### src/core/hts_cfg.svh
`ifndef HTS_CFG_SVH
`define HTS_CFG_SVH

// bus address and register pointers
`define I2C_SLAVE_ADDR 7'h40
`define PTR_TEMP       8'h00
`define PTR_HUM        8'h01
`define PTR_CFG        8'h02
`define PTR_SER_HI     8'hFB
`define PTR_SER_MID    8'hFC
`define PTR_SER_LO     8'hFD
`define PTR_MFG_ID     8'hFE
`define PTR_DEV_ID     8'hFF

// configuration register layout
`define CFG_RESET      16'h1000
`define CFG_WR_MASK    16'h3700
`define CFG_RST_BIT    15
`define CFG_HEATER_ENABLE_BIT   13
`define CFG_MODE_BIT   12
`define CFG_LOW_SUPPLY_FLAG_BIT   11
`define CFG_TEMP_RESOLUTION_SEL_BIT   10
`define CFG_HUMIDITY_RESOLUTION_SEL_HI    9
`define CFG_HUMIDITY_RESOLUTION_SEL_LO    8
`define HUMIDITY_RESOLUTION_SEL_14        2'h0
`define HUMIDITY_RESOLUTION_SEL_11        2'h1
`define HUMIDITY_RESOLUTION_SEL_8         2'h2

// timing, in microseconds, and clock rate
`define CLK_MHZ        100
`define T_START_US     15000
`define T_TEMP14_US    6350
`define T_TEMP11_US    3650
`define T_HUM14_US     6500
`define T_HUM11_US     3850
`define T_HUM8_US      2500

`endif

### src/core/hts_pkg.sv
package hts_pkg;

  // serial engine states, gray along idle, receive, ack, transmit, master ack
  typedef enum logic [2:0] {
    ST_IDLE = 3'h0,
    ST_RX   = 3'h1,
    ST_ACK  = 3'h3,
    ST_TX   = 3'h2,
    ST_MACK = 3'h6
  } i2c_state_t;

  // measurement sequencer states
  typedef enum logic [1:0] {
    SEQ_SLEEP  = 2'h0,
    SEQ_CONV_T = 2'h1,
    SEQ_CONV_H = 2'h3
  } seq_state_t;

endpackage

### src/core/sync2.sv
`timescale 1ns/1ns
module sync2 #(
  parameter int unsigned      WIDTH   = 1,
  parameter logic [WIDTH-1:0] RST_VAL = '0
) (
  // clock and reset
  input  wire logic             clk,
  input  wire logic             rst,
  // asynchronous level in, synchronised level out
  input  wire logic [WIDTH-1:0] d,
  output logic      [WIDTH-1:0] q
);

  logic [WIDTH-1:0] meta_ff;

  // first stage feeds only the second stage
  always_ff @(posedge clk) begin
    if (rst) begin
      meta_ff <= RST_VAL;
      q       <= RST_VAL;
    end else begin
      meta_ff <= d;
      q       <= meta_ff;
    end
  end

endmodule

### src/core/hts_measure_ctrl.sv
`timescale 1ns/1ns
`include "hts_cfg.svh"
// Behaviour
// RL1: answer only as bus slave at seven-bit address 1000000, after address plus direction
// RL2: first byte after a write address is loaded into the register pointer
// RL3: reads return the register the pointer selects; reads never move the pointer
// RL4: master changes register by pointer-only write, then start and read address
// RL5: registers go upper byte first, each byte most significant bit first
// RL6: data bytes written to read-only registers get a not-acknowledge
// RL7: pointer byte naming an unused register gets a not-acknowledge
// RL8: address byte with a foreign slave address gets a not-acknowledge
// RL9: ready for measurements within 15 ms of power; no trigger accepted before
// RL10: during power-up window serve only serial and identification reads
// RL11: start in sleep, measure on trigger, return to sleep when done
// RL12: combined mode with pointer 0x00 converts temperature then humidity
// RL13: single mode converts temperature for pointer 0x00, humidity for 0x01
// RL14: temperature resolution bit selects 14-bit when clear, 11-bit when set
// RL15: humidity field selects 14, 11 or 8 bit for 00, 01, 10
// RL16: after combined conversion one read gives temperature then humidity
// RL17: reading a result not yet updated is answered with not-acknowledge
// RL18: reading results during a conversion leaves it running
// RL19: a write addressing a result register during conversion aborts it
// RL20: heater runs only in measurement mode when enabled, off in sleep
// RL21: low-supply flag refreshed after power-on reset and at each trigger
// RL22: register pointer is 0x00 after power-on reset
// RL23: result registers hold 14-bit value on top, two low bits zero
// RL24: writing the software reset bit resets the device; bit self-clears
module hts_measure_ctrl
  import hts_pkg::*;
#(
  parameter int unsigned STARTUP_CYC = `T_START_US * `CLK_MHZ,
  parameter int unsigned TEMP14_CYC  = `T_TEMP14_US * `CLK_MHZ,
  parameter int unsigned TEMP11_CYC  = `T_TEMP11_US * `CLK_MHZ,
  parameter int unsigned HUM14_CYC   = `T_HUM14_US * `CLK_MHZ,
  parameter int unsigned HUM11_CYC   = `T_HUM11_US * `CLK_MHZ,
  parameter int unsigned HUM8_CYC    = `T_HUM8_US * `CLK_MHZ,
  parameter logic [39:0] SERIAL_ID   = 40'h0123456789, // arbitrary value
  parameter logic [15:0] MFG_ID      = 16'hA5A5,       // arbitrary value
  parameter logic [15:0] DEV_ID      = 16'h5A5A        // arbitrary value
) (
  // system
  input  wire logic        clk,
  input  wire logic        rst,
  // serial bus pins, open drain
  input  wire logic        scl_i,
  input  wire logic        sda_i,
  output logic             sda_o,
  output logic             sda_oe,
  // analog front end
  input  wire logic [13:0] temp_code,
  input  wire logic [13:0] hum_code,
  input  wire logic        supply_low,
  output logic             meas_active,
  output logic             conv_temp,
  output logic             conv_hum,
  output logic             heater_on
);

  logic [2:0]  pin_s;
  logic        scl_s;
  logic        sda_s;
  logic        low_s;
  logic        scl_d_ff;
  logic        sda_d_ff;
  logic        scl_rise;
  logic        scl_fall;
  logic        start_det;
  logic        stop_det;
  i2c_state_t  state_ff;
  logic [2:0]  bit_cnt_ff;
  logic [7:0]  shift_ff;
  logic [2:0]  byte_no_ff;
  logic        rw_ff;
  logic        ack_ff;
  logic        full_ff;
  logic        mack_ff;
  logic [1:0]  rd_idx_ff;
  logic        nxt_ack;
  logic [7:0]  rx_byte;
  logic        rx_end;
  logic [7:0]  rd_sel;
  logic [15:0] rd_word;
  logic [7:0]  tx_byte;
  logic        rd_ready;
  logic        ptr_wr;
  logic        wr_hi;
  logic        wr_lo;
  logic        soft_rst;
  logic        abort_req;
  logic        trig_pend_ff;
  logic        trig_fire;
  logic [7:0]  ptr_ff;
  logic [15:0] cfg_ff;
  logic [7:0]  cfg_hi_ff;
  logic        startup_ff;
  logic [20:0] start_cnt_ff;
  logic [1:0]  por_ff;
  logic        low_flag_ff;
  seq_state_t  seq_ff;
  logic [20:0] cnt_ff;
  logic [20:0] temp_len;
  logic [20:0] hum_len;
  logic        comb_ff;
  logic        combined;
  logic        rdy_t_ff;
  logic        rdy_h_ff;
  logic [13:0] temp_ff;
  logic [13:0] hum_ff;

  function automatic logic is_serial(input logic [7:0] p);
    is_serial = (p >= `PTR_SER_HI);
  endfunction

  function automatic logic is_known(input logic [7:0] p);
    is_known = (p <= `PTR_CFG) || (p >= `PTR_SER_HI);
  endfunction

  // pins cross into the clock domain; bus idles high
  sync2 #(
    .WIDTH   (3),
    .RST_VAL (3'h6)
  ) u_sync (
    .clk (clk),
    .rst (rst),
    .d   ({scl_i, sda_i, supply_low}),
    .q   (pin_s)
  );

  assign scl_s = pin_s[2];
  assign sda_s = pin_s[1];
  assign low_s = pin_s[0];

  // previous line levels for edge and condition detection
  always_ff @(posedge clk) begin
    if (rst) begin
      scl_d_ff <= 1'b1;
      sda_d_ff <= 1'b1;
    end else begin
      scl_d_ff <= scl_s;
      sda_d_ff <= sda_s;
    end
  end

  assign scl_rise  = scl_s & ~scl_d_ff;
  assign scl_fall  = ~scl_s & scl_d_ff;
  assign start_det = scl_s & scl_d_ff & sda_d_ff & ~sda_s;
  assign stop_det  = scl_s & scl_d_ff & ~sda_d_ff & sda_s;
  assign rx_byte   = {shift_ff[6:0], sda_s};
  assign rx_end    = (state_ff == ST_RX) && scl_rise && (bit_cnt_ff == 3'h7);

  // readiness of the selected register for a read
  always_comb begin
    case (ptr_ff)
      `PTR_TEMP: rd_ready = rdy_t_ff & (~comb_ff | rdy_h_ff); // [RL17]
      `PTR_HUM:  rd_ready = rdy_h_ff; // [RL17]
      `PTR_CFG:  rd_ready = 1'b1;
      default:   rd_ready = is_serial(ptr_ff);
    endcase
  end

  // acknowledge decision for the byte that just completed
  always_comb begin
    nxt_ack = 1'b0;
    if (byte_no_ff == 3'h0) begin
      if (rx_byte[7:1] == `I2C_SLAVE_ADDR) begin // [RL1] [RL8]
        if (!rx_byte[0]) begin
          nxt_ack = 1'b1;
        end else begin
          nxt_ack = startup_ff ? is_serial(ptr_ff) : rd_ready; // [RL10] [RL17]
        end
      end
    end else if (byte_no_ff == 3'h1) begin
      nxt_ack = startup_ff ? is_serial(rx_byte) : is_known(rx_byte); // [RL7] [RL10]
    end else begin
      // only the configuration takes data, two bytes at most
      nxt_ack = (ptr_ff == `PTR_CFG) && !startup_ff && (byte_no_ff <= 3'h3); // [RL6]
    end
  end

  assign ptr_wr    = rx_end && (byte_no_ff == 3'h1) && nxt_ack; // [RL2]
  assign wr_hi     = rx_end && (byte_no_ff == 3'h2) && nxt_ack;
  assign wr_lo     = rx_end && (byte_no_ff == 3'h3) && nxt_ack;
  assign soft_rst  = wr_lo && cfg_hi_ff[`CFG_RST_BIT - 8]; // [RL24]
  assign abort_req = ptr_wr && (rx_byte <= `PTR_HUM) && (seq_ff != SEQ_SLEEP); // [RL19]
  assign trig_fire = trig_pend_ff && (start_det || stop_det);
  assign combined  = cfg_ff[`CFG_MODE_BIT] && (ptr_ff == `PTR_TEMP);

  // read data: temperature register continues into humidity
  always_comb begin
    rd_sel = ((ptr_ff == `PTR_TEMP) && rd_idx_ff[1]) ? `PTR_HUM : ptr_ff; // [RL16]
    case (rd_sel)
      `PTR_TEMP:    rd_word = {temp_ff, 2'h0}; // [RL23]
      `PTR_HUM:     rd_word = {hum_ff, 2'h0}; // [RL23]
      `PTR_CFG:     rd_word = {cfg_ff[15:12], low_flag_ff, cfg_ff[10:0]};
      `PTR_SER_HI:  rd_word = SERIAL_ID[39:24];
      `PTR_SER_MID: rd_word = SERIAL_ID[23:8];
      `PTR_SER_LO:  rd_word = {SERIAL_ID[7:0], 8'h00};
      `PTR_MFG_ID:  rd_word = MFG_ID;
      `PTR_DEV_ID:  rd_word = DEV_ID;
      default:      rd_word = 16'h0000;
    endcase
    tx_byte = rd_idx_ff[0] ? rd_word[7:0] : rd_word[15:8]; // [RL5]
  end

  // serial engine; start and stop override any state
  always_ff @(posedge clk) begin
    if (rst) begin
      state_ff   <= ST_IDLE;
      bit_cnt_ff <= 3'h0;
      shift_ff   <= 8'h00;
      byte_no_ff <= 3'h0;
      rw_ff      <= 1'b0;
      ack_ff     <= 1'b0;
      full_ff    <= 1'b0;
      mack_ff    <= 1'b0;
      rd_idx_ff  <= 2'h0;
      sda_oe     <= 1'b0;
    end else if (start_det) begin
      state_ff   <= ST_RX;
      bit_cnt_ff <= 3'h0;
      byte_no_ff <= 3'h0;
      full_ff    <= 1'b0;
      rd_idx_ff  <= 2'h0;
      sda_oe     <= 1'b0;
    end else if (stop_det) begin
      state_ff <= ST_IDLE;
      sda_oe   <= 1'b0;
    end else begin
      case (state_ff)
        ST_RX: begin
          if (scl_rise) begin
            shift_ff   <= rx_byte; // [RL5]
            bit_cnt_ff <= bit_cnt_ff + 3'h1;
            if (bit_cnt_ff == 3'h7) begin
              ack_ff  <= nxt_ack;
              full_ff <= 1'b1;
              if (byte_no_ff == 3'h0) begin
                rw_ff <= sda_s;
              end
            end
          end else if (scl_fall && full_ff) begin
            state_ff <= ST_ACK;
            full_ff  <= 1'b0;
            sda_oe   <= ack_ff; // [RL6] [RL7] [RL8]
          end
        end
        ST_ACK: begin
          if (scl_fall) begin
            sda_oe     <= 1'b0;
            byte_no_ff <= (byte_no_ff == 3'h7) ? byte_no_ff : byte_no_ff + 3'h1;
            if (!ack_ff) begin
              state_ff <= ST_IDLE;
            end else if ((byte_no_ff == 3'h0) && rw_ff) begin
              state_ff   <= ST_TX;
              shift_ff   <= tx_byte;
              sda_oe     <= ~tx_byte[7]; // [RL5]
              bit_cnt_ff <= 3'h0;
            end else begin
              state_ff <= ST_RX;
            end
          end
        end
        ST_TX: begin
          if (scl_fall) begin
            if (bit_cnt_ff == 3'h7) begin
              state_ff   <= ST_MACK;
              sda_oe     <= 1'b0;
              bit_cnt_ff <= 3'h0;
              rd_idx_ff  <= rd_idx_ff + 2'h1; // [RL16]
            end else begin
              shift_ff   <= {shift_ff[6:0], 1'b0};
              sda_oe     <= ~shift_ff[6];
              bit_cnt_ff <= bit_cnt_ff + 3'h1;
            end
          end
        end
        ST_MACK: begin
          if (scl_rise) begin
            mack_ff <= ~sda_s;
          end else if (scl_fall) begin
            if (mack_ff) begin
              state_ff <= ST_TX;
              shift_ff <= tx_byte;
              sda_oe   <= ~tx_byte[7];
            end else begin
              state_ff <= ST_IDLE;
            end
          end
        end
        ST_IDLE: begin
          sda_oe <= 1'b0;
        end
        default: begin
          state_ff <= ST_IDLE;
          sda_oe   <= 1'b0;
        end
      endcase
    end
  end

  assign sda_o = 1'b0;

  // register pointer; a read never touches it
  always_ff @(posedge clk) begin
    if (rst || soft_rst) begin
      ptr_ff <= `PTR_TEMP; // [RL22]
    end else if (ptr_wr) begin
      ptr_ff <= rx_byte; // [RL2] [RL3]
    end
  end

  // trigger is armed by a pointer byte and lost if data follows
  always_ff @(posedge clk) begin
    if (rst || soft_rst) begin
      trig_pend_ff <= 1'b0;
    end else if (ptr_wr) begin
      trig_pend_ff <= (rx_byte <= `PTR_HUM) && (seq_ff == SEQ_SLEEP); // [RL12] [RL13]
    end else if (rx_end || trig_fire) begin
      trig_pend_ff <= 1'b0;
    end
  end

  // configuration; reset bit is never stored so it reads back zero
  always_ff @(posedge clk) begin
    if (rst || soft_rst) begin
      cfg_ff    <= `CFG_RESET & `CFG_WR_MASK; // [RL24]
      cfg_hi_ff <= 8'h00;
    end else if (wr_lo) begin
      cfg_ff <= {cfg_hi_ff, rx_byte} & `CFG_WR_MASK;
    end else if (wr_hi) begin
      cfg_hi_ff <= rx_byte;
    end
  end

  // power-up window; software reset does not reopen it
  always_ff @(posedge clk) begin
    if (rst) begin
      startup_ff   <= 1'b1;
      start_cnt_ff <= 21'h0;
    end else if (start_cnt_ff == 21'(STARTUP_CYC - 1)) begin
      startup_ff <= 1'b0; // [RL9]
    end else begin
      start_cnt_ff <= start_cnt_ff + 21'h1;
    end
  end

  // supply monitor sampled at the third edge after release, once the
  // synchroniser shows the pin rather than its own reset value, and at each trigger
  always_ff @(posedge clk) begin
    if (rst) begin
      por_ff      <= 2'h0;
      low_flag_ff <= 1'b0;
    end else begin
      por_ff <= (por_ff == 2'h3) ? por_ff : por_ff + 2'h1;
      if ((por_ff == 2'h2) || (trig_fire && !startup_ff)) begin
        low_flag_ff <= low_s; // [RL21]
      end
    end
  end

  // conversion length from the resolution selects
  always_comb begin
    temp_len = cfg_ff[`CFG_TEMP_RESOLUTION_SEL_BIT] ? 21'(TEMP11_CYC) : 21'(TEMP14_CYC); // [RL14]
    case (cfg_ff[`CFG_HUMIDITY_RESOLUTION_SEL_HI:`CFG_HUMIDITY_RESOLUTION_SEL_LO])
      `HUMIDITY_RESOLUTION_SEL_11: hum_len = 21'(HUM11_CYC); // [RL15]
      `HUMIDITY_RESOLUTION_SEL_8:  hum_len = 21'(HUM8_CYC); // [RL15]
      default:  hum_len = 21'(HUM14_CYC); // [RL15]
    endcase
  end

  // measurement sequencer and result registers
  always_ff @(posedge clk) begin
    if (rst || soft_rst) begin
      seq_ff   <= SEQ_SLEEP; // [RL11]
      cnt_ff   <= 21'h0;
      comb_ff  <= 1'b0;
      rdy_t_ff <= 1'b1;
      rdy_h_ff <= 1'b1;
      temp_ff  <= 14'h0;
      hum_ff   <= 14'h0;
    end else if (abort_req) begin
      seq_ff <= SEQ_SLEEP; // [RL19]
      cnt_ff <= 21'h0;
    end else begin
      case (seq_ff)
        SEQ_SLEEP: begin
          if (trig_fire && !startup_ff) begin
            cnt_ff  <= 21'h0;
            comb_ff <= combined;
            if ((ptr_ff == `PTR_HUM) && !combined) begin
              seq_ff   <= SEQ_CONV_H; // [RL13]
              rdy_h_ff <= 1'b0;
            end else begin
              seq_ff   <= SEQ_CONV_T; // [RL12] [RL13]
              rdy_t_ff <= 1'b0;
              rdy_h_ff <= combined ? 1'b0 : rdy_h_ff;
            end
          end
        end
        SEQ_CONV_T: begin
          if (cnt_ff >= temp_len - 21'h1) begin
            temp_ff  <= temp_code;
            rdy_t_ff <= 1'b1;
            cnt_ff   <= 21'h0;
            seq_ff   <= comb_ff ? SEQ_CONV_H : SEQ_SLEEP; // [RL12] [RL11]
          end else begin
            cnt_ff <= cnt_ff + 21'h1; // [RL18]
          end
        end
        SEQ_CONV_H: begin
          if (cnt_ff >= hum_len - 21'h1) begin
            hum_ff   <= hum_code;
            rdy_h_ff <= 1'b1;
            cnt_ff   <= 21'h0;
            seq_ff   <= SEQ_SLEEP; // [RL11]
          end else begin
            cnt_ff <= cnt_ff + 21'h1;
          end
        end
        default: begin
          seq_ff <= SEQ_SLEEP;
        end
      endcase
    end
  end

  // analog control follows the sequencer state
  assign meas_active = (seq_ff != SEQ_SLEEP);
  assign conv_temp   = (seq_ff == SEQ_CONV_T);
  assign conv_hum    = (seq_ff == SEQ_CONV_H);
  assign heater_on   = cfg_ff[`CFG_HEATER_ENABLE_BIT] && meas_active; // [RL20]

  property p_addr_mismatch;
    @(posedge clk) disable iff (rst)
      (rx_end && (byte_no_ff == 3'h0) && (rx_byte[7:1] != `I2C_SLAVE_ADDR)) |=> !ack_ff;
  endproperty
  a_addr_mismatch: assert property (p_addr_mismatch) else $error("foreign address acked"); // [RL8]

  property p_ptr_unused;
    @(posedge clk) disable iff (rst)
      (rx_end && (byte_no_ff == 3'h1) && !is_known(rx_byte)) |=> (!ack_ff && $stable(ptr_ff));
  endproperty
  a_ptr_unused: assert property (p_ptr_unused) else $error("unused pointer acked"); // [RL7]

  property p_ro_data_nack;
    @(posedge clk) disable iff (rst)
      (rx_end && (byte_no_ff >= 3'h2) && (ptr_ff != `PTR_CFG)) |=> !ack_ff;
  endproperty
  a_ro_data_nack: assert property (p_ro_data_nack) else $error("read-only write acked"); // [RL6]

  property p_not_ready_nack;
    @(posedge clk) disable iff (rst)
      (rx_end && (byte_no_ff == 3'h0) && rx_byte[0] && (ptr_ff == `PTR_HUM) && !rdy_h_ff)
        |=> !ack_ff;
  endproperty
  a_not_ready_nack: assert property (p_not_ready_nack) else $error("stale result acked"); // [RL17]

  property p_startup_sleep;
    @(posedge clk) disable iff (rst)
      startup_ff |-> (seq_ff == SEQ_SLEEP);
  endproperty
  a_startup_sleep: assert property (p_startup_sleep) else $error("conversion in power-up"); // [RL9]

  property p_abort;
    @(posedge clk) disable iff (rst)
      abort_req |=> ((seq_ff == SEQ_SLEEP) && !trig_pend_ff)[*2];
  endproperty
  a_abort: assert property (p_abort) else $error("conversion not aborted"); // [RL19]

  property p_trigger;
    @(posedge clk) disable iff (rst)
      (trig_fire && !startup_ff && (seq_ff == SEQ_SLEEP) && !soft_rst && !abort_req)
        |=> (seq_ff != SEQ_SLEEP) && $changed(seq_ff);
  endproperty
  a_trigger: assert property (p_trigger) else $error("trigger did not start"); // [RL11]

  property p_heater;
    @(posedge clk) disable iff (rst)
      (seq_ff == SEQ_SLEEP) |-> !heater_on;
  endproperty
  a_heater: assert property (p_heater) else $error("heater on in sleep"); // [RL20]

  property p_low_flag;
    @(posedge clk) disable iff (rst)
      (trig_fire && !startup_ff) |=> (low_flag_ff == $past(low_s));
  endproperty
  a_low_flag: assert property (p_low_flag) else $error("supply flag not refreshed"); // [RL21]

  property p_soft_reset;
    @(posedge clk) disable iff (rst)
      soft_rst |=> ((ptr_ff == `PTR_TEMP) && (cfg_ff == `CFG_RESET) && !cfg_ff[`CFG_RST_BIT]);
  endproperty
  a_soft_reset: assert property (p_soft_reset) else $error("software reset failed"); // [RL24]

endmodule

### config.mk
export PLATFORM = sky130hd
export DESIGN_NAME = hts_measure_ctrl
export DESIGN_NICKNAME = d
export VERILOG_FILES = /design/src/core/hts_pkg.sv /design/src/core/sync2.sv /design/src/core/hts_measure_ctrl.sv
export VERILOG_INCLUDE_DIRS = /design/src /design/src/core
export SDC_FILE = /design/constraint.sdc
export NUM_CORES = 1
export LEC_CHECK = 0
export ABC_AREA = 1
export BUFFER_PORTS_ARGS = -buffer_cell sky130_fd_sc_hd__buf_2
export CORE_ASPECT_RATIO = 0.6
export CORE_UTILIZATION = 55
export DETAILED_ROUTE_END_ITERATION = 10
export PLACE_DENSITY = 0.8
export SLEW_MARGIN = 10
export SYNTH_ARGS = -nofsm -noshare
export SYNTH_HDL_FRONTEND = slang
export SYNTH_SLANG_ARGS = --single-unit
### constraint.sdc
create_clock -name clk -period 2.1 [get_ports clk]
set_clock_uncertainty 0.05 [all_clocks]
set_input_delay 0.42 -clock clk [delete_from_list [all_inputs] [get_ports clk]]
set_output_delay 0.42 -clock clk [all_outputs]
set_load 0.01 [all_outputs]
# After elaboration in Yosys (flattened, before gate mapping)
# Cells that the tools add are included.
# Widths: inputs -> output; s select.
dict set report word_totals {
  reg_bits 132
}
dict set report classes {
  addsub 8
  n_lt_le_gt_ge 7
  n_eq_ne 52
  mux 77
  n_bitwise 22
  reduce_logical 64
}
# cell n
set ops {}
lappend ops {{$pmux 16 s8} 1}
lappend ops {{$mux 21} 3}
lappend ops {{$mux 7} 9}
lappend ops {{$pmux 21 s3} 1}
lappend ops {{$add 21x1->21 const B} 2}
lappend ops {{$ge 21x21->1} 2}
lappend ops {{$eq 8x8->1 const B} 5}
lappend ops {{$pmux 20 s2} 1}
lappend ops {{$mux 3} 13}
lappend ops {{$mux 1} 30}
lappend ops {{$pmux 7 s4} 1}
lappend ops {{$ne 2x2->1 const B} 12}
lappend ops {{$ne 4x4->1 const B} 6}
lappend ops {{$logic_and 1x1->1} 22}
lappend ops {{$eq 21x21->1 const B} 1}
lappend ops {{$sub 20x1->21 const B} 1}
lappend ops {{$sub 21x1->21 const B} 1}
lappend ops {{$mux 20} 1}
lappend ops {{$eq 8x1->1 const B} 2}
lappend ops {{$eq 8x2->1 const B} 2}
lappend ops {{$ge 8x8->1 const B} 2}
lappend ops {{$logic_not 8->1} 2}
lappend ops {{$mux 2} 8}
lappend ops {{$mux 8} 2}
lappend ops {{41 further kinds} 100}

# Logic depth before layout (Yosys ltp)
# Gate-level depths: netlist (run 1).
dict set report logic_depth {
  ltp_word 13
  depth_mapped 18
  mapped_depth_nobuf 17
}

# By module
# Synthesis (run 1) repeated with hierarchy kept, for this count alone.
dict set report hier_totals {
  cells_unflattened 1149
  hier_area_um2 7753.7
}
# module instances cells_per_inst area_each_um2 seq_area_each_um2
set by_module_without_submodules {}
lappend by_module_without_submodules {hts_measure_ctrl 1 1130 7584.8 2482.4}
lappend by_module_without_submodules {sync2 1 19 168.9 120.1}

# Worst setup path before layout (run 1)
# Ideal clock, no wire load.
dict set report synth_path {
  path_kind {reg2reg}
  startpoint {register cfg_ff[8]}
  endpoint {register hum_ff[10]}
  arrival_time_ns 2.081
  path_slack_ns -0.146
  path_stages_with_launch 16
  path_buffers 1
  synth_period_minus_slack_ns 2.246
  cell_sequence {dfxtp_1 inv_1 ha_1 ha_1 nand2_1 nor2_1 nand2_1 nor2_1 nand2_1 nand4_1 nand2_1 inv_2 buf_2 nand3b_1 nand2_1 nor2_1}
}
dict set report synth_via {
  elab_chain_cells 5
}
# item line
set synth_lines {}
lappend synth_lines {{start: declaration} hts_measure_ctrl.sv:93} ;# logic [15:0] cfg_ff;
lappend synth_lines {{start signal: assignment} hts_measure_ctrl.sv:326} ;# cfg_ff <= `CFG_RESET & `CFG_WR_MASK;
lappend synth_lines {{start signal: assignment} hts_measure_ctrl.sv:329} ;# cfg_ff <= {cfg_hi_ff, rx_byte} & `CFG_WR_MASK;
lappend synth_lines {{$eq 2x2->1 / $eq 2x1->1 (equally long branches)} hts_measure_ctrl.sv:364} ;# case (cfg_ff[`CFG_HUMIDITY_RESOLUTION_SEL_HI:`CFG_HUMIDITY_RESOLUTION_SEL_LO])
lappend synth_lines {{$pmux 20 s2 (*)} hts_measure_ctrl.sv:364}
lappend synth_lines {{$sub 21x1->21 (*)} hts_measure_ctrl.sv:411} ;# if (cnt_ff >= hum_len - 21'h1) begin
lappend synth_lines {{$ge 21x21->1 (*)} hts_measure_ctrl.sv:411}
lappend synth_lines {{$reduce_and 3->1 (no line) (*)} n/a}
lappend synth_lines {{end signal: assignment} hts_measure_ctrl.sv:412} ;# hum_ff <= hum_code;
lappend synth_lines {{end: declaration} hts_measure_ctrl.sv:108} ;# logic [13:0] hum_ff;
# Mark *: on every way between the ends. The rest lies on a longest branch, timed or not.
# A chain may end at the register's enable or synchronous reset.

# Worst setup path after layout (run 1)
dict set report layout_path {
  startpoint {register cfg_ff[8]}
  endpoint {register hum_ff[2]}
}
# The elaborated chain is that of the path after synthesis.

==> summary.md, run 1 <==
| Metric | Value |
|---|---|
| WP depth | `16` |
| Worst Setup Start Kind | `register` |
| R2r setup slk | `-370 ps` |
| RR Endpoint | `hum_ff[2]$_SDFFE_PP0P_` |
| Outcome | `finished, violations left` |
| Max clock buf depth | `2` |
| Initial core utilization | `a little under three fifths` |
| Register area | `2620 um2` |
| Mapped Area | `between 7000 and 8000 um2` |
| DR vias | `between 8000 and 9000` |
| # DRC | `0` |
| Leak pwr | `~4.1 nW` |
| Syn_area_per_cell | `a little under 7 um2` |
| Setup Viol. Count Final | `50` |
| Total gr overflow | `0` |
| Hold crit path type | `input port to register` |
| Worst path arrival time | `around 2700 ps` |
| Synth top area share | `33.4%` |
| Max Slew Vio Count | `0` |
| DPL Wire Length | `between 15000 and 20000 um` |
| Worst hold slack | `around 130 ps` |
| Die H | `94.2 um` |
| Yosys warns | `0` |
| DRT Wirelength | `24100 um` |
| Row count | `33` |
| Largest net degree at the start of global routing | `38` |
| Slowest cell delay on critical path | `350 ps` |
| Fin util | `between 70% and 80%` |
| I/O pin cnt | `39` |
| DP Cell Count | `approximately 1400` |
| Failing checks | `negative setup slack` |
| Net Count, Synth | `1224` |
| #FFs+latches synth | `130` |
| Peak supply drop | `approximately 0.00043 V` |
| Worst slew pin tran | `about 570 ps` |
| GP Congestion | `about 1` |
| Final ANT Viol Nets | `0` |
| Clk slew on worst S/H paths | `60 ps` |
| Worst-Skew Late Latency | `about 420 ps` |
| Worst setup path endpoint | `hum_ff[2]$_SDFFE_PP0P_` |
| Post-synth EDFFs | `0` |
| Cts bufs inserted | `17` |
| RSZ-0062 raised after global routing | `true` |
| Area of the core | `between 10000 and 15000 um2` |
| Fin cells | `~1500` |
| NumNets Final | `between 1000 and 1500` |
| Vias in the first global route | `between 7000 and 8000` |
| Most common cell after layout, fill and taps aside | `nand2_1` |
| Netlist cell types | `between 40 and 50` |
| Post-synth ARST share | `0%` |
| Min-delay src | `sda_i` |
| Number of antenna diodes | `0` |
| R2r startpoint | `cfg_ff[8]$_SDFFE_PP0N_` |
| Via/cell ratio | `roughly 5.7` |
| Crit-path max FO | `7` |
| WP buf/inv | `4` |
| Largest cells by area after synthesis | `dfxtp_1 33%, nand2_1 12%, a21oi_1 7.8%, ha_1 6.4%, nor2_1 6.4%` |
| Max-cap violation count | `0` |
| DRT iter0 DRCs | `around 1100` |
| Chip Width | `~160 um` |
| Final hold violations | `0` |
| CP delay by family, top | `simple AND/OR/NAND/NOR gates` |
| Max-Slew Margin vs Limit | `61.4%` |
| First-pass GRT wire length | `about 37000 um` |
| CTS tree | `yes` |
| Fillers | `between 1000 and 1500` |
| Clock root cell | `clkbuf_16` |
| GRT Overall Usage | `about a third` |
| Initial antenna violation count | `0` |
| Multi-input gate area | `4930 um2` |
| H-tree Lvls | `4` |
| Mapped Cells | `~1200` |
| Critical path class | `register to register` |
| CP cell instances | `inv_4 > ha_4 > inv_4 > ha_4 > nand2_1 > nor2_1 > nand2_2 > nor2_1 > nand2_1 > nand4_1 > buf_4 > nand2_8 > inv_8 > nand3b_1 > nand2_1 > nor2_1` |
| DRT Pass-1 Iters | `6` |
| Max Clock Freq | `roughly 400 MHz` |
| Most frequent cells in the layout | `245 x nand2_1, 121 x dfxtp_1, 117 x inv_1` |
| Critical path's slowest cell | `dfxtp_2` |
| Share of layout cells above drive strength 1 | `approximately a quarter` |
| Post-route setup slack | `-373 ps` |
| PD cells | `roughly 620 nW/um2` |
| Per-cell routed wire length | `around 16 um` |
| Min Tclk post-route | `2470 ps` |
| Area of the die | `14700 um2` |
| Port bufs | `37` |
| Reg2reg path depth | `16` |
| Worst EP required | `about 2400 ps` |
| Synth Flop Type | `dfxtp_1` |
| Cts hold-fix bufs | `0` |
| Synth-to-Final Area Change | `28.5%` |
| Sequential share of the synthesized area | `about a third` |
| CP Capture Type | `register` |
| Final period util | `118%` |
| Leading area contributor after synthesis | `dfxtp_1` |
| Critical path origin | `cfg_ff[8]$_SDFFE_PP0N_` |
| Clk sinks | `130` |
| Power Total | `6.18 mW` |
state kept, by name, summed over array words and instances, names as in the netlist, 2 cells and up:
register and flops:
bit_cnt_ff 3, byte_no_ff 3, cfg_ff 5, cfg_hi_ff 6, cnt_ff 21, hum_ff 14
por_ff 2, ptr_ff 8, rd_idx_ff 2, seq_ff 2, shift_ff 7, start_cnt_ff 21
state_ff 3, temp_ff 14, u_sync.meta_ff 3, u_sync.q 3
repair_timing:
item | in CTS | in global routing
gates cloned | 3 | 3
endpoints found under the setup margin | 59 | 86
buffers inserted | 5 | 10
resized for setup | 68 | 68
pin swaps | 15 | 38
how the worst min path moves through the flow:
stage                                   end  slack [ps]  cells after the start
3_3_place_gp         u_sync.q[0]$_SDFF_PP0_         350                      2
3_5_place_dp         u_sync.q[2]$_SDFF_PP1_         350                      1
4_1_cts        u_sync.meta_ff[1]$_SDFF_PP1_         130                      2
2_1_floorplan        u_sync.q[0]$_SDFF_PP0_         340                      2
6_report       u_sync.meta_ff[1]$_SDFF_PP1_         130                      2
5_1_grt        u_sync.meta_ff[1]$_SDFF_PP1_         140                      2
per-stage QoR:
stage	setup WS (ps)	area [um2]	TNS (ps)
global route	-434	10000	-17140
global placement	-236	8700	-6820
detailed placement	-339	8700	-9580
floorplan	7.90	7840	0
finish	-373	10000	-12040
CTS	-251	9640	-7420
synthesized netlist by cell type, types with 6 or more instances:
master / count
nor2_1: 132
inv_2: 8
nand3_1: 70
buf_6: 6
dfxtp_1: 130
inv_1: 127
clkbuf_1: 6
nor3_1: 25
ha_1: 40
xor2_1: 14
o21ai_0: 37
nand4_1: 44
nand3b_1: 29
buf_2: 19
or2_2: 9
nor4_1: 10
a21oi_1: 122
a22oi_1: 6
nand2_1: 257
nand2_2: 7
area by class of cell:
type,instances,area share [%]
multi-input combinational,847,49.2
sequential,130,26.2
timing repair buffer,135,10.9
inverter,135,5.41
clock buffer,19,4.53
tap,192,2.40
clock inverter,13,1.11
timing repair inverter,3,0.275
routing by layer:
metal | track usage, % | vias to the layer above | share of wire (%)
met5 | 0 | - | 0
met4 | 9.56 | 0 | 1.9
met3 | 7.93 | 62 | 11
met2 | 50.0 | 460 | 42
met1 | 44.9 | 3866 | 45
li1 | - | 4054 | -
power breakdown:
part           internal (mW)  leakage (nW)  switching (mW)
Combinational          0.278          2.80           0.423
Clock                   1.69         0.271            1.17
Sequential              2.54          1.06          0.0874
logic make-up (layout without fill, tap and decap cells):
group	Yosys count	after routing	share of synthesized area [%]
AOI/OAI and AO/OA	192	192	13.5
and+or+nand+nor	597	597	35.1
buffers and inverters	174	305	9.53
xor gates and xnor gates	17	17	1.91
other	1	1	0.0482
DFF	130	130	33.4
adders and majority gates	40	40	6.43
Note: power is estimated with default switching activity, not from simulation.
==> inputs of run 2 (changes only) <==
- PLACE_DENSITY: 0.8 -> 0.77
- clock period: 2.1 -> 2.5 ns (I/O delays scaled with it)
==> run 2 against run 1 <==
The flow now finishes without violations; core utilization fell by 6.9 points; sequential power shrank 16%; global-route usage down 3.6 points; maximum frequency grew 3.8%; first-iteration DRC count down 11%; die area unchanged; largest cell class unchanged; largest power group unchanged.
==> summary.md, run 2 (synthesized netlist as in run 1, its figures left out) <==
| Metric | Value |
|---|---|
| RSZ-0062 raised after global routing | `true (unchanged)` |
| Port bufs | `37 (unchanged)` |
| Peak supply drop | `0.000384 V (was 0.000425 V)` |
| Most common cell after layout, fill and taps aside | `nand2_1 (unchanged)` |
| Critical path's slowest cell | `dfxtp_4 (was dfxtp_2)` |
| Per-cell routed wire length | `15.2 um (was 16.4 um)` |
| Worst-Skew Late Latency | `420 ps (about the same)` |
| Outcome | `complete, no violations (was finished, violations left)` |
| GRT Overall Usage | `28.9% (was 32.5%)` |
| Reported net switching power | `1.38 mW (was 1.68 mW)` |
| Max-cap violation count | `0 (unchanged)` |
| Cts hold-fix bufs | `0 (unchanged)` |
| Final hold violations | `0 (unchanged)` |
| WP buf/inv | `3 (was 4)` |
| Combinational share of power | `9.5% (was 11.3%)` |
| Critical path class | `register to register (unchanged)` |
| PD cells | `583 nW/um2 (was 618 nW/um2)` |
| CTS tree | `yes (unchanged)` |
| NumNets Final | `1272 (was 1342)` |
| First-pass GRT wire length | `33400 um (was 37400 um)` |
| Chip Width | `156 um (unchanged)` |
| Max-Slew Margin vs Limit | `52.5% (was 61.4%)` |
| Slowest cell delay on critical path | `370 ps (was 350 ps)` |
| Max Clock Freq | `420 MHz (was 404 MHz)` |
| Initial core utilization | `56.6% (unchanged)` |
| Min Tclk post-route | `2380 ps (was 2470 ps)` |
| Synth-to-Final Area Change | `16.2% (was 28.5%)` |
| Largest regs | `cnt_ff x21, start_cnt_ff x21 (unchanged)` |
| Number of antenna diodes | `0 (unchanged)` |
| CP cell instances | `inv_1 > ha_2 > inv_2 > ha_1 > nand4_1 > nor2_1 > nand3_1 > nand4_1 > nor2_2 > nor2_2 > buf_4 > nand2_1 > nand2_1 > a21oi_1 (was inv_4 > ha_4 > inv_4 > ha_4 > nand2_1 > nor2_1 > nand2_2 > nor2_1 > nand2_1 > nand4_1 > buf_4 > nand2_8 > inv_8 > nand3b_1 > nand2_1 > nor2_1)` |
| GP Congestion | `0.958 (was 0.973)` |
| Clk sinks | `130 (unchanged)` |
| DRT Wirelength | `21300 um (was 24100 um)` |
| DRT iter0 DRCs | `955 (was 1070)` |
| Die H | `94.2 um (unchanged)` |
| Worst slew pin tran | `706 ps (was 574 ps)` |
| Crit-path max FO | `5 (was 7)` |
| Setup Buffers After CTS | `0 (was 5)` |
| Worst hold slack | `211 ps (was 133 ps)` |
| # DRC | `0 (unchanged)` |
| Initial antenna violation count | `0 (unchanged)` |
| I/O pin cnt | `39 (unchanged)` |
| Internal | `3.90 mW (was 4.50 mW)` |
| Largest net degree at the start of global routing | `59 (was 38)` |
| Final ANT Viol Nets | `0 (unchanged)` |
| Row count | `33 (unchanged)` |
| Cts bufs inserted | `17 (unchanged)` |
| Sequential share of power | `41.8% (was 42.5%)` |
| Via/cell ratio | `5.63 (was 5.73)` |
| Setup Viol. Count Final | `0 (was 50)` |
| Worst path arrival time | `2640 ps (was 2730 ps)` |
| Worst EP required | `2750 ps (was 2360 ps)` |
| Fin util | `65.8% (was 72.8%)` |
| Leak pwr | `3.70 nW (was 4.13 nW)` |
| Area of the core | `13700 um2 (unchanged)` |
| H-tree Lvls | `4 (unchanged)` |
| Gates resized, CTS repair | `0 (was 68)` |
| DR vias | `7899 (was 8442)` |
| Final period util | `95.3% (was 118%)` |
| Vias in the first global route | `6769 (was 7649)` |
| Worst Setup Start Kind | `register (unchanged)` |
| Total gr overflow | `0 (unchanged)` |
| Area of the die | `14700 um2 (unchanged)` |
| Clock share of power | `48.7% (was 46.2%)` |
| Max clock buf depth | `2 (unchanged)` |
| Clock root cell | `clkbuf_16 (unchanged)` |
| DRT Pass-1 Iters | `7 (was 6)` |
| Clk slew on worst S/H paths | `60 ps (about the same)` |
| Share of layout cells above drive strength 1 | `13.9% (was 24.3%)` |
| Most frequent cells in the layout | `252 x nand2_1, 129 x nor2_1, 128 x dfxtp_1 (was 245 x nand2_1, 121 x dfxtp_1, 117 x inv_1)` |
| CP Capture Type | `register (unchanged)` |
| CP delay by family, top | `simple AND/OR/NAND/NOR gates (unchanged)` |
| Hold crit path type | `input port to register (unchanged)` |
| Switching portion of total power | `26.1% (was 27.2%)` |
| Max Slew Vio Count | `0 (unchanged)` |
| DPL Wire Length | `14900 um (was 16100 um)` |
[run 2: changes by cell type in the layout (fill, tap and decap cells not counted), sizes merged]
| cell | change |
|---|---|
| bufinv | +2 |
| clkinvlp | -5 |
| buf | -67 |
| clkbuf | -1 |
| inv | +2 |
| clkinv | -2 |
[run 2: metal layers]
metal  routed length, um  global-route usage (%)
met1               10200                    43.2
met2                8620                    40.4
met3                2270                    7.56
met4                 221                    7.03
met5                   0                       0
[run 2: final timing paths]
path                                              startpoint  slack, ps  cells after the start                           end
worst max-delay path                  cfg_ff[9]$_SDFFE_PP0N_        120                     14        seq_ff[0]$_SDFFE_PP0P_
worst min-delay path                                   scl_i        210                      2  u_sync.meta_ff[2]$_SDFF_PP1_
worst max register to register        cfg_ff[9]$_SDFFE_PP0N_        120                     14        seq_ff[0]$_SDFFE_PP0P_
worst min register to register  u_sync.meta_ff[0]$_SDFF_PP0_        350                      2        u_sync.q[0]$_SDFF_PP0_
[run 2: layout make-up]
type                       count  area, um2
clock buffer                  18        439
clock inverter                13        160
fill                        1177       4700
inverter                     135        512
multi-input combinational    847       4590
sequential                   130       2610
tap                          192        240
timing repair buffer          68        503
[run 2: power by group through the flow]
stage               logic, mW  registers, mW  clock network, mW
floorplan               0.353           2.22                  0
global placement        0.479           2.25                  0
detailed placement      0.484           2.25                  0
CTS                     0.493           2.20               2.58
global route            0.560           2.21               2.69
finish                  0.501           2.21               2.57
[run 2: stage by stage]
stage          TNS [ps]  setup WS, ps  power (mW)  cells  cell area, um2
3_3_place_gp          0           162        2.73   1370            8250
4_1_cts               0          14.3        5.28   1401            8840
6_report              0           119        5.28   1403            9050
5_1_grt           -74.3         -34.3        5.46   1403            9050
3_5_place_dp          0          32.5        2.73   1370            8250
2_1_floorplan         0           254        2.58   1151            7790
==> inputs of run 3 (changes only) <==
--- a/constraint.sdc
+++ b/constraint.sdc
@@ -3,3 +3,3 @@
 set_input_delay 0.5 -clock clk [delete_from_list [all_inputs] [get_ports clk]]
 set_output_delay 0.5 -clock clk [all_outputs]
-set_load 0.01 [all_outputs]
+set_load 0.1 [all_outputs]
==> run 3 against run 2 <==
Clock power is 5% higher; clock-buffer cell count is 1 higher; sequential cell count did not move; wire length grew 3.0%; sequential share of layout area decreased by 0.31 points; non-clock buffer count grew 4; register-to-register slack got worse by 110 ps; worst hold slack improved by 2.9 ps; maximum frequency down 4.2%; global-route usage up 1.1 points; first-iteration DRC count up 7.6%; critical path type unchanged.
==> summary.md, run 3 (synthesized netlist as in run 1, its figures left out) <==
| Metric | Value |
|---|---|
| Max Clock Freq | `402 MHz (was 420 MHz)` |
| WP buf/inv | `1 (was 3)` |
| DR top layer | `met4 (unchanged)` |
| CP Capture Type | `register (unchanged)` |
| H-tree Lvls | `4 (unchanged)` |
| GP Congestion | `0.951 (was 0.958)` |
| Largest net degree at the start of global routing | `57 (was 59)` |
| Vias in the first global route | `7061 (was 6769)` |
| Setup Viol. Count Final | `0 (unchanged)` |
| CP cell instances | `inv_2 > ha_4 > ha_1 > a21o_1 > nor2_1 > nand2_1 > nand2_1 > nand4_1 > nor2_2 > nor2_4 > nor2_4 > nand2_1 > a21oi_1 (was inv_1 > ha_2 > inv_2 > ha_1 > nand4_1 > nor2_1 > nand3_1 > nand4_1 > nor2_2 > nor2_2 > buf_4 > nand2_1 > nand2_1 > a21oi_1)` |
| Area of the die | `14700 um2 (unchanged)` |
| Fin area | `9150 um2 (was 9050 um2)` |
| Fin util | `66.5% (was 65.8%)` |
| Final hold violations | `0 (unchanged)` |
| DRT Pass-1 Iters | `5 (was 7)` |
| Outcome | `complete, no violations (unchanged)` |
| CP most frequent cell | `nand2_1` |
| Final ANT Viol Nets | `0 (unchanged)` |
| Initial antenna violation count | `0 (unchanged)` |
| Placement Setup Slack | `38.7 ps (was 32.5 ps)` |
| Initial core utilization | `56.6% (unchanged)` |
| Max clock buf depth | `2 (unchanged)` |
| Post-route setup slack | `13.4 ps (was 119 ps)` |
| Port bufs | `37 (unchanged)` |
| Cts bufs inserted | `17 (unchanged)` |
| WL met3 | `2490 um (was 2270 um)` |
| Total gr overflow | `0 (unchanged)` |
| Clock root cell | `clkbuf_16 (unchanged)` |
| Number of antenna diodes | `0 (unchanged)` |
| I/O pin cnt | `39 (unchanged)` |
| DR vias | `7998 (was 7899)` |
| Max-Slew Margin vs Limit | `54.0% (was 52.5%)` |
| Critical path class | `register to register (unchanged)` |
| Worst slew pin tran | `684 ps (was 706 ps)` |
| Worst path arrival time | `2780 ps (was 2640 ps)` |
| Share of layout cells above drive strength 1 | `14.0% (was 13.9%)` |
| # DRC | `0 (unchanged)` |
| Largest regs | `cnt_ff x21, start_cnt_ff x21 (unchanged)` |
| Fillers | `1161 (was 1177)` |
| Crit-path max FO | `7 (was 5)` |
| DRT iter0 DRCs | `1028 (was 955)` |
| Critical path's slowest cell | `dfxtp_2 (was dfxtp_4)` |
| First-pass GRT wire length | `34800 um (was 33400 um)` |
| Metal2 WL | `8750 um (was 8620 um)` |
| Most common cell after layout, fill and taps aside | `nand2_1 (unchanged)` |
| Worst Setup Start Kind | `register (unchanged)` |
| Leak pwr | `3.76 nW (was 3.70 nW)` |
| Final period util | `99.5% (was 95.3%)` |
| Min Tclk post-route | `2490 ps (was 2380 ps)` |
| Max Slew Vio Count | `0 (unchanged)` |
| Max-cap violation count | `0 (unchanged)` |
| Area of the core | `13700 um2 (unchanged)` |
| DPL Wire Length | `15100 um (was 14900 um)` |
| Most frequent cells in the layout | `254 x nand2_1, 128 x nor2_1, 128 x dfxtp_1 (was 252 x nand2_1, 129 x nor2_1, 128 x dfxtp_1)` |
| Wl on met1 | `10400 um (was 10200 um)` |
| NumNets Final | `1276 (was 1272)` |
| Chip Width | `156 um (unchanged)` |
| CP delay by family, top | `simple AND/OR/NAND/NOR gates (unchanged)` |
| Die H | `94.2 um (unchanged)` |
| Peak supply drop | `0.000451 V (was 0.000384 V)` |
| Clk slew on worst S/H paths | `60 ps (about the same)` |
| PD cells | `592 nW/um2 (was 583 nW/um2)` |
| RSZ-0062 raised after global routing | `true (unchanged)` |
| GRT Overall Usage | `30.0% (was 28.9%)` |
| Clk sinks | `130 (unchanged)` |
| CTS tree | `yes (unchanged)` |
| DRT Wirelength | `21900 um (was 21300 um)` |
| Slowest cell delay on critical path | `330 ps (was 370 ps)` |
| Via/cell ratio | `5.68 (was 5.63)` |
| Cts hold-fix bufs | `0 (unchanged)` |
| Setup TNS Final | `0 ps (unchanged)` |
| Placed cell areas | `8220 um2 (was 8250 um2)` |
| Hold crit path type | `input port to register (unchanged)` |
| Row count | `33 (unchanged)` |
| Synth-to-Final Area Change | `17.5% (was 16.2%)` |
| Worst-Skew Late Latency | `420 ps (about the same)` |
| Worst EP required | `2800 ps (was 2750 ps)` |
| Per-cell routed wire length | `15.6 um (was 15.2 um)` |
[run 3: cell count changes in the layout (fill, tap and decap cells not counted), sizes merged]
cell | before | now
clkbuf | 20 | 25
bufinv | 3 | 4
clkinv | 6 | 5
[run 3: final cells by class]
class	count	area (um2)	area share [%]
Sequential cell	130	2610	28.5
Clock inverter	13	181	1.98
Tap cell	192	240	2.63
Clock buffer	19	453	4.95
Timing Repair Buffer	72	573	6.26
Inverter	135	509	5.57
Multi-Input combinational cell	847	4590	50.1
[run 3: timing repair]
item	CTS	global route
setup endpoints to repair	0	54
gates resized for setup	0	38
setup buffers	0	3
[run 3: final timing paths]
path                                                    from                           end  slack (ps)  cells past startpoint
worst max-delay path                  cfg_ff[8]$_SDFFE_PP0N_       cnt_ff[14]$_SDFFE_PP0P_          10                     13
worst min-delay path                                   sda_i  u_sync.meta_ff[1]$_SDFF_PP1_         210                      2
worst max register to register        cfg_ff[8]$_SDFFE_PP0N_       cnt_ff[14]$_SDFFE_PP0P_          10                     13
worst min register to register  u_sync.meta_ff[0]$_SDFF_PP0_        u_sync.q[0]$_SDFF_PP0_         350                      2
[run 3: power by group]
part	internal, mW	total (mW)	switching [mW]
combinational	0.171	0.507	0.336
sequential	2.13	2.22	0.0834
clock	1.72	2.69	0.968
total	4.03	5.41	1.39
[run 3: through the flow]
stage                     instances  power, mW  hold slack [ps]
after global placement         1369       2.73              345
after CTS                      1401       5.41              208
final                          1408       5.41              214
after floorplan                1151       2.59              338
after detailed placement       1369       2.74              342
after global routing           1408       5.62              207
[run 3: metal layers]
metal | up-vias | track usage [%]
li1 | 3925 | -
met1 | 3616 | 44.4
met2 | 417 | 42.4
met3 | 40 | 8.07
met4 | 0 | 7.03
met5 | - | 0
[run 3: worst reg2reg max path, delay by kind of cell, from the launching register on]
kind,cells,cell delay (ps)
flops,1,330
compound gates,2,350
buf+inv,1,50
simple gates,8,1080
fa+ha+maj,2,570
